[config.mk]
export PLATFORM = sky130hd
export DESIGN_NAME = freq_ref_selector
export DESIGN_NICKNAME = d
export VERILOG_FILES = /design/src/rtl/freq_ref_pkg.sv /design/src/rtl/pulse_scaler.sv /design/src/rtl/freq_ref_selector.sv
export VERILOG_INCLUDE_DIRS = /design/src /design/src/rtl
export SDC_FILE = /design/constraint.sdc
export NUM_CORES = 2
export LEC_CHECK = 0
export ABC_AREA = 1
export ABC_CLOCK_PERIOD_IN_PS = 273100
export BUFFER_PORTS_ARGS = -buffer_cell sky130_fd_sc_hd__buf_2
export CORE_ASPECT_RATIO = 1.2
export CORE_MARGIN = 8
export CORE_UTILIZATION = 45
export DETAILED_ROUTE_END_ITERATION = 12
export GPL_ROUTABILITY_DRIVEN = 0
export GPL_TIMING_DRIVEN = 0
export MAX_ROUTING_LAYER = met4
export SYNTH_ARGS = -nofsm -noshare
export SYNTH_HDL_FRONTEND = slang
export SYNTH_SLANG_ARGS = --single-unit
[constraint.sdc]
create_clock -name i_clk -period 273.1 [get_ports i_clk]
set_clock_uncertainty 0.1 [all_clocks]
set_input_delay 27.31 -clock i_clk [delete_from_list [all_inputs] [get_ports i_clk]]
set_output_delay 27.31 -clock i_clk [all_outputs]
set_load 0.01 [all_outputs]
[src/rtl/freq_ref_cfg.svh]
`ifndef FREQ_REF_CFG_SVH
`define FREQ_REF_CFG_SVH

// ==========================================================================
// Register offsets
// ==========================================================================
`define OFS_SOURCE_SEL    12'h000
`define OFS_PULSE_FUNC    12'h004
`define OFS_PULSE_SCALE   12'h008
`define OFS_AIN_CFG       12'h00C
`define OFS_OPERATOR_REF  12'h010
`define OFS_SERIAL_REF    12'h014
`define OFS_OPTION_REF    12'h018
`define OFS_JOG_REF       12'h01C
`define OFS_MULTI_BASE    12'h040
`define OFS_FREQ_REF      12'h080
`define OFS_PULSE_FREQ    12'h084
`define OFS_STATUS        12'h088

// ==========================================================================
// Reset values
// ==========================================================================
`define RST_SOURCE_SEL    3'h1
`define RST_PULSE_FUNC    2'h0
`define RST_PULSE_SCALE   16'h05A0
`define RST_AIN_SECOND_LVL 2'h0
`define RST_AIN_SECOND_FN 5'h1F
`define RST_AIN_THIRD_FN  5'h1F

// ==========================================================================
// Setting limits
// ==========================================================================
`define MAX_SOURCE_SEL    3'h4
`define MAX_PULSE_FUNC    2'h2
`define MIN_PULSE_SCALE   16'h03E8
`define MAX_PULSE_SCALE   16'h7D00

// ==========================================================================
// Field positions and codes in the analog configuration word
// ==========================================================================
`define AIN_LVL_LSB       0
`define AIN_SECOND_FN_LSB 8
`define AIN_THIRD_FN_LSB  16
`define AIN_LVL_CURRENT   2'h2
`define AIN_FN_ADD_FIRST  5'h00
`define AIN_FN_AUX        5'h02

// ==========================================================================
// Timing
// ==========================================================================
`define CLK_HZ            10000000
`define GATE_TIME_MS      100
`define GATE_CYCLES       ((`CLK_HZ / 1000) * `GATE_TIME_MS)

`endif

[src/rtl/freq_ref_pkg.sv]
package freq_ref_pkg;

  typedef enum logic [2:0] {
    SRC_OPERATOR,
    SRC_ANALOG,
    SRC_SERIAL,
    SRC_OPTION,
    SRC_PULSE
  } ref_source_t;

  typedef enum logic [1:0] {
    PULSE_FREQ_REF,
    PULSE_PID_FEEDBACK,
    PULSE_PID_TARGET
  } pulse_func_t;

  typedef struct packed {
    logic [1:0] second_level;
    logic [4:0] second_func;
    logic [4:0] third_func;
  } ain_cfg_t;

  typedef struct packed {
    logic step1;
    logic step2;
    logic step3;
    logic jog;
  } step_inputs_t;

endpackage : freq_ref_pkg

[src/rtl/pulse_scaler.sv]
`timescale 1ns/1ps
`default_nettype none
`include "freq_ref_cfg.svh"

module pulse_scaler
  import freq_ref_pkg::*;
#(
  parameter int unsigned GATE_CYCLES = `GATE_CYCLES
)(
  input  wire logic        i_clk,
  input  wire logic        i_arst_n,
  input  wire logic        i_pulse_sync,
  input  wire logic [15:0] i_scale_hz,
  output logic      [15:0] o_freq_hz,
  output logic      [15:0] o_percent_q14,
  output logic             o_update
);

  localparam int unsigned GATES_PER_SEC = 1000 / `GATE_TIME_MS;

  logic [23:0] gate_cnt;
  logic [23:0] next_gate_cnt;
  logic [15:0] edge_cnt;
  logic [15:0] next_edge_cnt;
  logic        pulse_d;
  logic        next_pulse_d;
  logic [15:0] freq_hz;
  logic [15:0] next_freq_hz;
  logic [15:0] percent;
  logic [15:0] next_percent;
  logic        update;
  logic        next_update;
  logic [35:0] quotient;
  logic [19:0] hz_wide;

  // ==========================================================================
  // Gated edge counter
  // ==========================================================================
  always_comb
  begin
    next_pulse_d  = i_pulse_sync;
    next_gate_cnt = gate_cnt + 24'h00_0001;
    next_edge_cnt = edge_cnt;
    next_freq_hz  = freq_hz;
    next_percent  = percent;
    next_update   = 1'b0;
    hz_wide       = 20'h0_0000;
    quotient      = 36'h0_0000_0000;
    if (i_pulse_sync && !pulse_d && edge_cnt != 16'hFFFF)
    begin
      next_edge_cnt = edge_cnt + 16'h0001;
    end
    if (gate_cnt == 24'(GATE_CYCLES - 1))
    begin
      next_gate_cnt = 24'h00_0000;
      // An edge in the closing cycle still belongs to this gate, so none is lost between gates.
      hz_wide       = 20'(next_edge_cnt) * 20'(GATES_PER_SEC);
      next_edge_cnt = 16'h0000;
      next_freq_hz  = (hz_wide > 20'h0_FFFF) ? 16'hFFFF : hz_wide[15:0];
      // scale to programmed frequency.
      // The scale is the live setting, so a change while running lands at the next gate.
      quotient      = (36'(hz_wide) << 14) / 36'(i_scale_hz);
      next_percent  = (quotient > 36'h0_0000_FFFF) ? 16'hFFFF : quotient[15:0];
      next_update   = 1'b1;
    end
  end

  always_ff @(posedge i_clk or negedge i_arst_n)
  begin
    if (!i_arst_n)
    begin
      gate_cnt <= 24'h00_0000;
      edge_cnt <= 16'h0000;
      pulse_d  <= 1'b0;
      freq_hz  <= 16'h0000;
      percent  <= 16'h0000;
      update   <= 1'b0;
    end
    else
    begin
      gate_cnt <= next_gate_cnt;
      edge_cnt <= next_edge_cnt;
      pulse_d  <= next_pulse_d;
      freq_hz  <= next_freq_hz;
      percent  <= next_percent;
      update   <= next_update;
    end
  end

  assign o_freq_hz     = freq_hz;
  assign o_percent_q14 = percent;
  assign o_update      = update;

endmodule // pulse_scaler

`default_nettype wire

[src/rtl/freq_ref_selector.sv]
// The address map and the AXI4-Lite slave port are this design's own decisions.
`timescale 1ns/1ps
`default_nettype none
`include "freq_ref_cfg.svh"

module freq_ref_selector
  import freq_ref_pkg::*;
#(
  parameter int unsigned GATE_CYCLES = `GATE_CYCLES
)(
  input  wire logic        i_clk,
  input  wire logic        i_arst_n,
  input  wire logic [11:0] i_awaddr,
  input  wire logic        i_awvalid,
  output logic             o_awready,
  input  wire logic [31:0] i_wdata,
  input  wire logic [3:0]  i_wstrb,
  input  wire logic        i_wvalid,
  output logic             o_wready,
  output logic [1:0]       o_bresp,
  output logic             o_bvalid,
  input  wire logic        i_bready,
  input  wire logic [11:0] i_araddr,
  input  wire logic        i_arvalid,
  output logic             o_arready,
  output logic [31:0]      o_rdata,
  output logic [1:0]       o_rresp,
  output logic             o_rvalid,
  input  wire logic        i_rready,
  input  wire logic [15:0] i_analog_in_first,
  input  wire logic [15:0] i_analog_in_second,
  input  wire logic [15:0] i_analog_in_third,
  input  wire logic        i_pulse_train_pin,
  input  wire logic        i_step1,
  input  wire logic        i_step2,
  input  wire logic        i_step3,
  input  wire logic        i_jog_sel,
  output logic [15:0]      o_freq_ref,
  output logic [15:0]      o_pid_feedback,
  output logic [15:0]      o_pid_target,
  output logic             o_ref_update
);

  // ==========================================================================
  // Storage and state
  // ==========================================================================
  logic [2:0]   freq_ref_source_sel;
  logic [1:0]   pulse_input_func_sel;
  logic [15:0]  pulse_input_scale;
  ain_cfg_t     ain_cfg;
  logic [15:0]  operator_ref;
  logic [15:0]  serial_ref;
  logic [15:0]  option_ref;
  logic [15:0]  jog_freq_value;
  logic [15:0]  multi_ref [16];
  logic [3:0]   pin_s1;
  logic [3:0]   pin_s2;
  logic [1:0]   pulse_s;
  step_inputs_t steps;
  logic [15:0]  pulse_freq;
  logic [15:0]  pulse_pct;
  logic         pulse_update;
  logic [15:0]  freq_ref;
  logic [15:0]  pid_fb;
  logic [15:0]  pid_tgt;
  logic [15:0]  next_freq_ref;
  logic [15:0]  next_pid_fb;
  logic [15:0]  next_pid_tgt;
  logic         ref_update;
  logic         wr_fire;
  logic         rd_fire;
  logic         aw_held;
  logic         w_held;
  logic [11:0]  aw_addr;
  logic [31:0]  w_data;
  logic [3:0]   w_strb;
  logic         bvalid;
  logic [1:0]   bresp;
  logic         rvalid;
  logic [1:0]   rresp;
  logic [31:0]  rdata;
  logic [31:0]  rd_word;
  logic         rd_ok;
  logic         wr_ok;

  function automatic logic [31:0] merge(input logic [31:0] old, input logic [31:0] nw,
                                        input logic [3:0] be);
    for (int i = 0; i < 4; i++)
    begin
      merge[i*8 +: 8] = be[i] ? nw[i*8 +: 8] : old[i*8 +: 8];
    end
  endfunction

  function automatic logic is_multi(input logic [11:0] a);
    is_multi = (a[11:6] == 6'(`OFS_MULTI_BASE >> 6)) && (a[1:0] == 2'b00);
  endfunction

  // ==========================================================================
  // Pin synchronisers
  // ==========================================================================
  // selection inputs sampled synchronously.
  always_ff @(posedge i_clk or negedge i_arst_n)
  begin
    if (!i_arst_n)
    begin
      pin_s1  <= 4'h0;
      pin_s2  <= 4'h0;
      pulse_s <= 2'b00;
    end
    else
    begin
      pin_s1  <= {i_step1, i_step2, i_step3, i_jog_sel};
      pin_s2  <= pin_s1;
      pulse_s <= {pulse_s[0], i_pulse_train_pin};
    end
  end
  assign steps = step_inputs_t'(pin_s2);

  pulse_scaler #(
    .GATE_CYCLES (GATE_CYCLES)
  ) u_pulse_scaler (
    .i_clk         (i_clk),
    .i_arst_n      (i_arst_n),
    .i_pulse_sync  (pulse_s[1]),
    .i_scale_hz    (pulse_input_scale),
    .o_freq_hz     (pulse_freq),
    .o_percent_q14 (pulse_pct),
    .o_update      (pulse_update)
  );

  // ==========================================================================
  // AXI4-Lite slave
  // ==========================================================================
  assign wr_fire = (aw_held || i_awvalid) && (w_held || i_wvalid) && !bvalid;

  always_comb
  begin
    rd_ok   = 1'b1;
    rd_word = 32'h0000_0000;
    if (is_multi(i_araddr))
    begin
      rd_word = {16'h0000, multi_ref[i_araddr[5:2]]};
    end
    else
    begin
      unique case (i_araddr)
        `OFS_SOURCE_SEL:   rd_word = {29'h0, freq_ref_source_sel};
        `OFS_PULSE_FUNC:   rd_word = {30'h0, pulse_input_func_sel};
        `OFS_PULSE_SCALE:  rd_word = {16'h0000, pulse_input_scale};
        `OFS_AIN_CFG:      rd_word = {11'h0, ain_cfg.third_func, 3'h0, ain_cfg.second_func,
                                      6'h0, ain_cfg.second_level};
        `OFS_OPERATOR_REF: rd_word = {16'h0000, operator_ref};
        `OFS_SERIAL_REF:   rd_word = {16'h0000, serial_ref};
        `OFS_OPTION_REF:   rd_word = {16'h0000, option_ref};
        `OFS_JOG_REF:      rd_word = {16'h0000, jog_freq_value};
        `OFS_FREQ_REF:     rd_word = {16'h0000, freq_ref};
        `OFS_PULSE_FREQ:   rd_word = {16'h0000, pulse_freq};
        `OFS_STATUS:       rd_word = {28'h0, steps};
        default:           rd_ok   = 1'b0;
      endcase
    end
  end

  always_ff @(posedge i_clk or negedge i_arst_n)
  begin
    if (!i_arst_n)
    begin
      aw_held <= 1'b0;
      w_held  <= 1'b0;
      aw_addr <= 12'h000;
      w_data  <= 32'h0000_0000;
      w_strb  <= 4'h0;
      bvalid  <= 1'b0;
      bresp   <= 2'b00;
      rvalid  <= 1'b0;
      rresp   <= 2'b00;
      rdata   <= 32'h0000_0000;
    end
    else
    begin
      if (i_awvalid && !aw_held && !bvalid)
      begin
        aw_held <= 1'b1;
        aw_addr <= i_awaddr;
      end
      if (i_wvalid && !w_held && !bvalid)
      begin
        w_held <= 1'b1;
        w_data <= i_wdata;
        w_strb <= i_wstrb;
      end
      if (aw_held && w_held && !bvalid)
      begin
        aw_held <= 1'b0;
        w_held  <= 1'b0;
        bvalid  <= 1'b1;
        bresp   <= wr_ok ? 2'b00 : 2'b10;
      end
      else if (bvalid && i_bready)
      begin
        bvalid <= 1'b0;
      end
      if (i_arvalid && !rvalid)
      begin
        rvalid <= 1'b1;
        rdata  <= rd_word;
        rresp  <= rd_ok ? 2'b00 : 2'b10;
      end
      else if (rvalid && i_rready)
      begin
        rvalid <= 1'b0;
      end
    end
  end

  // ==========================================================================
  // Settings
  // ==========================================================================
  // Out-of-range writes are refused with SLVERR and leave the setting as it was.
  logic [31:0] wv;
  assign wv = merge(32'h0000_0000, w_data, w_strb);
  always_comb
  begin
    wr_ok = 1'b1;
    if (!is_multi(aw_addr))
    begin
      unique case (aw_addr)
        `OFS_SOURCE_SEL:   wr_ok = wv[2:0] <= `MAX_SOURCE_SEL && wv[31:3] == 29'h0;
        `OFS_PULSE_FUNC:   wr_ok = wv[1:0] <= `MAX_PULSE_FUNC && wv[31:2] == 30'h0;
        `OFS_PULSE_SCALE:  wr_ok = wv[15:0] >= `MIN_PULSE_SCALE &&
                                   wv[15:0] <= `MAX_PULSE_SCALE;
        `OFS_AIN_CFG, `OFS_OPERATOR_REF, `OFS_SERIAL_REF,
        `OFS_OPTION_REF, `OFS_JOG_REF: wr_ok = 1'b1;
        default:           wr_ok = 1'b0;
      endcase
    end
  end

  always_ff @(posedge i_clk or negedge i_arst_n)
  begin
    if (!i_arst_n)
    begin
      freq_ref_source_sel  <= `RST_SOURCE_SEL;
      pulse_input_func_sel <= `RST_PULSE_FUNC;
      pulse_input_scale    <= `RST_PULSE_SCALE;
      ain_cfg              <= {`RST_AIN_SECOND_LVL, `RST_AIN_SECOND_FN, `RST_AIN_THIRD_FN};
      operator_ref         <= 16'h0000;
      serial_ref           <= 16'h0000;
      option_ref           <= 16'h0000;
      jog_freq_value       <= 16'h0000;
      for (int i = 0; i < 16; i++)
      begin
        multi_ref[i] <= 16'h0000;
      end
    end
    else if (aw_held && w_held && !bvalid && wr_ok)
    begin
      if (is_multi(aw_addr))
      begin
        multi_ref[aw_addr[5:2]] <= wv[15:0];
      end
      else
      begin
        unique case (aw_addr)
          `OFS_SOURCE_SEL:   freq_ref_source_sel  <= wv[2:0];
          `OFS_PULSE_FUNC:   pulse_input_func_sel <= wv[1:0];
          `OFS_PULSE_SCALE:  pulse_input_scale    <= wv[15:0];
          `OFS_AIN_CFG:      ain_cfg <= {wv[1:0], wv[12:8], wv[20:16]};
          `OFS_OPERATOR_REF: operator_ref   <= wv[15:0];
          `OFS_SERIAL_REF:   serial_ref     <= wv[15:0];
          `OFS_OPTION_REF:   option_ref     <= wv[15:0];
          `OFS_JOG_REF:      jog_freq_value <= wv[15:0];
          default:           operator_ref   <= operator_ref;
        endcase
      end
    end
  end

  // ==========================================================================
  // Reference selection
  // ==========================================================================
  logic [15:0] master_ref;
  logic [16:0] sum_ref;
  logic [3:0]  step_idx;
  always_comb
  begin
    // first analog, second added when configured.
    // current master relies on first held at zero.
    sum_ref    = {1'b0, i_analog_in_first};
    if (ain_cfg.second_func == `AIN_FN_ADD_FIRST)
    begin
      sum_ref = sum_ref + {1'b0, i_analog_in_second};
    end
    master_ref = sum_ref[16] ? 16'hFFFF : sum_ref[15:0];
    // binary index, step 1 as LSB.
    step_idx   = {1'b0, steps.step3, steps.step2, steps.step1};
    // only the routed use keeps a value.
    next_pid_fb  = (pulse_input_func_sel == 2'h1) ? pid_fb : 16'h0000;
    next_pid_tgt = (pulse_input_func_sel == 2'h2) ? pid_tgt : 16'h0000;
    unique case (freq_ref_source_sel)
      3'h0:    next_freq_ref = operator_ref;
      3'h1:    next_freq_ref = master_ref;
      3'h2:    next_freq_ref = serial_ref;
      3'h3:    next_freq_ref = option_ref;
      3'h4:    next_freq_ref = (pulse_input_func_sel == 2'h0) ? pulse_pct : 16'h0000;
      default: next_freq_ref = freq_ref;
    endcase
    // only when third terminal is auxiliary.
    if (freq_ref_source_sel == 3'h1 && ain_cfg.third_func == `AIN_FN_AUX && steps.step1 &&
        !steps.step2 && !steps.step3)
    begin
      next_freq_ref = i_analog_in_third;
    end
    // stored references beyond the first step.
    else if (step_idx != 4'h0)
    begin
      next_freq_ref = multi_ref[step_idx];
    end
    if (steps.jog)
    begin
      next_freq_ref = jog_freq_value;
    end
    if (pulse_update && pulse_input_func_sel == 2'h1)
    begin
      next_pid_fb = pulse_pct;
    end
    if (pulse_update && pulse_input_func_sel == 2'h2)
    begin
      next_pid_tgt = pulse_pct;
    end
  end

  // applied at the next reference update.
  always_ff @(posedge i_clk or negedge i_arst_n)
  begin
    if (!i_arst_n)
    begin
      freq_ref   <= 16'h0000;
      pid_fb     <= 16'h0000;
      pid_tgt    <= 16'h0000;
      ref_update <= 1'b0;
    end
    else
    begin
      freq_ref   <= next_freq_ref;
      pid_fb     <= next_pid_fb;
      pid_tgt    <= next_pid_tgt;
      ref_update <= 1'b1;
    end
  end

  assign o_awready      = i_awvalid && !aw_held && !bvalid;
  assign o_wready       = i_wvalid && !w_held && !bvalid;
  assign o_bvalid       = bvalid;
  assign o_bresp        = bresp;
  assign o_arready      = i_arvalid && !rvalid;
  assign o_rvalid       = rvalid;
  assign o_rdata        = rdata;
  assign o_rresp        = rresp;
  assign o_freq_ref     = freq_ref;
  assign o_pid_feedback = pid_fb;
  assign o_pid_target   = pid_tgt;
  assign o_ref_update   = ref_update;

endmodule // freq_ref_selector

`default_nettype wire

# Word-level counts from Yosys, hierarchy flattened
# Index checks and enable logic that the tools add are counted.
# classes
bitwise_logic,4
reduce_logical,57
magnitude_cmp,10
n_mux,46
eq_ne,30
n_div,1
addsub,3
n_mul,1
# ops
op,count
$mux 16,18
$bwmux 256,1
$pmux 21 s11,1
$bmux 16 s4,2
$eq 12x5->1 const B,8
$pmux 16 s5,1
$demux 16 s4,1
$eq 12x4->1 const B,4
$div 34x16->36,1
$eq 12x8->1 const B,3
$gt 36x16->1 const B,1
$mux 8,4
$logic_not 30->1,1
$logic_not 29->1,1
$add 24x1->24 const B,1
$eq 12x3->1 const B,2
$eq 24x20->1 const B,1
$logic_and 1x1->1,24
$logic_not 12->1,2
$mux 24,1
$reduce_and 3->1,8
$mux 21,1
$gt 20x16->1 const B,1
$mul 16x3->19 const B,1
34 further kinds,63
# totals
input_bits,120
output_inout_bits,90
regBits,574
elab_cells,201

# Logic depth before layout (Yosys ltp)
# depth
word_depth,8
mapped_depth,700
ltp_nobuf,644

# By module
# Synthesis repeated with hierarchy kept, for this count alone.
# unflattened
cells_unflattened,9402
hier_area_um2,61672.9
# modules_own_cells
module,cells_per_inst,area_per_inst_um2,seq_area_each_um2,n_inst
pulse_scaler,6139,36665.2,1851.8,1
freq_ref_selector,3263,25007.7,12205.5,1

# Worst setup path after synthesis
# Ideal clock, no wire load.
# synth_timing
path_type,register to register
start,register u_pulse_scaler.edge_cnt[0]
end,"register u_pulse_scaler.percent[0], in the netlist u_pulse_scaler.o_percent_q14[0]"
stages_incl_launch_ff,675
t_required_ns,272.883
setup_ns,0.117
path_slack_ns,185.294
n_path_buf,57
synth_period_minus_slack_ns,87.806
arrival_time_ns,87.589
cell_sequence,dfrtp_1 -> ha_1 -> inv_1 -> nor2_1 -> nand2_2 -> o21ai_4 -> inv_1 -> nand2_1 -> nor2_1 -> nand3_1 -> nor3_1 -> nand3_1 -> xor2_1 -> inv_1 -> ha_1 -> ha_1 -> nand2_1 -> inv_1 -> [... 639 more ...] -> o211ai_1 -> nor2_1 -> nand3_1 -> nor2_4 -> nand3_4 -> buf_6 -> buf_6 -> o21ai_1 -> inv_1 -> ha_1 -> nand4_1 -> nor3_1 -> a2111oi_0 -> nand3_1 -> nor2_1 -> nand3_1 -> nor2_1 -> nor2_1
# synth_between
elab_chain_cells,7
word_cells_on_any_way,8
classes_between,add/sub (1); mul (1); div (1); order compare (1); eq/ne (1); mux (2); reduce/logical (1)
# synth_lines
element,line,rtl
start: declaration,pulse_scaler.sv:23,logic [15:0] edge_cnt;
start signal: assignment,pulse_scaler.sv:82,edge_cnt <= next_edge_cnt;
branches (longest 2 deep; another with $add 16x1->16),n/a,
$mux 16 *,pulse_scaler.sv:49,if (i_pulse_sync && !pulse_d && edge_cnt != 16'hFFFF)
$mul 16x3->19 *,pulse_scaler.sv:57,hz_wide = 20'(next_edge_cnt) * 20'(GATES_PER_SEC);
$div 34x16->36 *,pulse_scaler.sv:62,quotient = (36'(hz_wide) << 14) / 36'(i_scale_hz);
$gt 36x16->1,pulse_scaler.sv:63,next_percent = (quotient > 36'h0_0000_FFFF) ? 16'hFFFF : quotient[15:0];
$mux 16 *,pulse_scaler.sv:63,
end signal: assignment,pulse_scaler.sv:85,percent <= next_percent;
end: declaration,pulse_scaler.sv:29,logic [15:0] percent;
# Every way passes the cells marked *.
# A chain may end at the register's enable or synchronous reset.

# Final worst setup path
# Same ends and word-level chain as after synthesis.

==> results.sh <==
export IMPL_max_freq_mhz=9.25
export IMPL_cts_tree="done"
export IMPL_drt_iter0_drc=5371
export IMPL_dr_max_layer_used="met4"
export IMPL_synth_area_sq_um=60100
export IMPL_firstDrtPassIters=6
export IMPL_crit_arrival_ns=108.53
export IMPL_synth_edf_count=0
export IMPL_die_area_sq_um=145000
export IMPL_clk_latency_ns=0.69
export IMPL_post_cts_setup_buffers=0
export IMPL_antenna_found_initial=19
export IMPL_synth_seq_cells=561
export IMPL_drc=0
export IMPL_finalHoldViolCount=0
export IMPL_grt_pass1_vias=58987
export IMPL_die_h_um=416
export IMPL_fin_ws_ns=165.05
export IMPL_start_kind="register"
export IMPL_ant_nets=0
export IMPL_max_slew_margin_rel=0.151
export IMPL_numCtsBuffers=55
export IMPL_rows=147
export IMPL_cpMostUsedCell="nand2_1"
export IMPL_path_clk_slew_ns=0.09
export IMPL_rrSetupSlack_ns=165.05
export IMPL_instances_no_fill=11000
export IMPL_drive_above_1_share=0.115
export IMPL_syn_area_per_cell_sq_um=6.78
export IMPL_grt_usage=0.306
export IMPL_slew_viol_final=0
export IMPL_worst_path_max_fanout=10
export IMPL_synth_async_reset_ratio=1.00
export IMPL_num_nets_final=9750
export IMPL_grt_pass1_wl_um=342000
export IMPL_post_place_ws_ns=165.67
export IMPL_dpl_instance_area_sq_um=63800
export IMPL_period_share=0.396
export IMPL_wl_met3_um=17000
export IMPL_wirelength_um=225000
export IMPL_drv_cap=0
export IMPL_finalSetupTns_ns=0
export IMPL_cts_root_buf="clkbuf_16"
export IMPL_syn_inst=8862
export IMPL_report_final_setup_viol=0
export IMPL_crit_type="register to register"
export IMPL_port_buffers=194
export IMPL_post_cts_resized=0
export IMPL_cp_end_kind="register"
export IMPL_ys_seq_area_frac=0.234
export IMPL_period_needed_ns=108.05
export IMPL_dieWidth_um=350
export IMPL_outcome="finished, final reports clean"
export IMPL_cts_htree_levels=2
export IMPL_post_place_cells=10878
export IMPL_cpPeakStageDelay_ns=0.98
export IMPL_grt_max_degree=119
export IMPL_io_pins=210
export IMPL_rsz0062_at_grt="false"
export IMPL_yosys_cell_types_count=95
export IMPL_vias=62028
export IMPL_area_delta_synth_final_pct=9.86
export IMPL_clockBufferDepth=3
export IMPL_core_area_sq_um=133000
export IMPL_met1_length_um=89300
export IMPL_fin_area_sq_um=66000
export IMPL_hold_buffers=0
export IMPL_vias_per_cell=5.64
export IMPL_place_hpwl_um=178000
export IMPL_gr_total_overflow=0
export IMPL_crit_slowest_cell="a2111oi_0"
export IMPL_wl_per_cell_um=20.5
export IMPL_synth_warnings=0
export IMPL_ys_flop_type="dfrtp_1"
export IMPL_initial_core_util=0.451
export IMPL_cts_sinks=561
export IMPL_hold_class="register to register"
export IMPL_worstPathRequired_ns=273.58
export IMPL_tightestPinTransition_ns=1.27
export IMPL_dr_wl_met2_um=104000
==> through the flow <==
| stage | utilization | hold WS, ns |
|---|---|---|
| finish | 0.496 | 0.248 |
| global route | 0.495 | 0.257 |
| CTS | 0.495 | 0.252 |
| detailed placement | 0.479 | 0.237 |
| global placement | 0.476 | 0.234 |
| floorplan | - | 0.231 |
==> cells by family (layout without fill, tap and decap cells) <==
group	after synthesis	count (layout)	share of synthesized area
other	2	32	0.000125
adders and majority gates	481	481	0.101
DFF	561	561	0.234
AOI/OAI and AO/OA	1927	1927	0.185
buffers and inverters	1441	1761	0.102
and+or+nand+nor	4017	4017	0.315
muxes	14	14	0.00262
xor gates and xnor gates	419	419	0.0614
==> worst paths after layout <==
path	start	to	cells after the start
worst max-delay path	u_pulse_scaler.edge_cnt[0]	u_pulse_scaler.o_percent_q14[0]	675
worst min-delay path	pulse_s[0]	pulse_s[1]	0
worst max register to register	u_pulse_scaler.edge_cnt[0]	u_pulse_scaler.o_percent_q14[0]	675
worst min register to register	pulse_s[0]	pulse_s[1]	0
max in group asynchronous	i_arst_n	u_pulse_scaler.o_freq_hz[1]	4
min in group asynchronous	i_arst_n	w_data[26]	1
==> synth_stat cells, types with 15 or more instances <==
| library cell | number | area (sq um) |
|---|---|---|
| nor2_1 | 612 | 2300 |
| ha_1 | 478 | 5980 |
| nand3_2 | 85 | 851 |
| a221oi_1 | 28 | 245 |
| buf_4 | 21 | 158 |
| nor2_4 | 45 | 507 |
| nor4_1 | 27 | 169 |
| nand2_1 | 2154 | 8090 |
| clkinv_1 | 21 | 78.8 |
| or2_2 | 47 | 294 |
| nand3_4 | 26 | 455 |
| a22oi_1 | 89 | 668 |
| o211ai_1 | 45 | 338 |
| inv_1 | 1009 | 3790 |
| dfrtp_1 | 546 | 13700 |
| o22ai_1 | 92 | 576 |
| o21ai_1 | 57 | 285 |
| o31ai_1 | 22 | 165 |
| nor2_2 | 60 | 375 |
| o21ai_2 | 24 | 210 |
| nand2_2 | 145 | 907 |
| dfstp_2 | 15 | 394 |
| inv_2 | 67 | 251 |
| a21oi_1 | 446 | 2230 |
| nand3_1 | 446 | 2230 |
| nand2_4 | 45 | 507 |
| a21o_1 | 27 | 203 |
| o21ai_0 | 889 | 4450 |
| o21bai_1 | 50 | 375 |
| nand3b_1 | 42 | 315 |
| o221ai_1 | 26 | 228 |
| nor3_1 | 80 | 400 |
| a211oi_1 | 24 | 180 |
| xnor2_1 | 160 | 1400 |
| nand4_1 | 154 | 963 |
| buf_6 | 26 | 293 |
| xor2_1 | 258 | 2260 |
| a21oi_2 | 16 | 140 |
| a31oi_1 | 29 | 181 |
| clkbuf_1 | 236 | 886 |
==> registers in the layout (all words and copies together) (netlist names), 21 cells and up <==
register                 flops
multi_ref                  256
o_rdata                     21
u_pulse_scaler.gate_cnt     24
w_data                      32
==> cell usage in the layout, fill, tap and decap left out, types with 42 or more instances in the layout <==
master     Yosys  final
o21bai_1      50     50
inv_1       1009    997
ha_1         478    478
a21oi_1      446    446
nand2_1     2154   2154
nand4_1      154    154
o211ai_1      45     45
nor2_1       612    612
nand2_4       45     45
dfrtp_1      546    546
nor2_2        60     60
or2_2         47     47
clkbuf_1     236    236
nor3_1        80     79
xnor2_1      160    160
nand3_2       85     85
xor2_1       258    258
nand3_1      446    446
a22oi_1       89     89
nor2_4        45     45
o22ai_1       92     92
clkbuf_16      0     55
buf_2          5    198
inv_2         67     79
nand2_2      145    145
o21ai_0      889    889
o21ai_1       57     57
nand3b_1      42     42
==> per-layer routing <==
metal  vias up  global-route usage
met5         -                   -
met2      2407               0.497
met1     28911               0.359
met4         0               0.164
met3       660              0.0546
li1      30050                   -
==> critical path, delay by kind of cell, from the launching register on <==
family / cells / cell delay [ns]
AOI/OAI and AO/OA: 222 / 42.09
and+or+nand+nor: 267 / 30.23
buffers and inverters: 147 / 22.13
adders and majority gates: 38 / 12.40
DFF: 1 / 0.46
xor gates and xnor gates: 1 / 0.32
==> layout make-up <==
type / count / area, sq um
Antenna cell: 16 / 40.0
Buffer: 317 / 1710
Clock buffer: 69 / 1560
Clock inverter: 35 / 607
Fill cell: 13744 / 67200
Inverter: 1124 / 4400
Multi-Input combinational cell: 6874 / 40000
Sequential cell: 561 / 14100
Tap cell: 1788 / 2240
Timing Repair Buffer: 216 / 1400
Power is not shown: default switching activity piles up to over one toggle a cycle in this logic, so the estimate is an artifact.
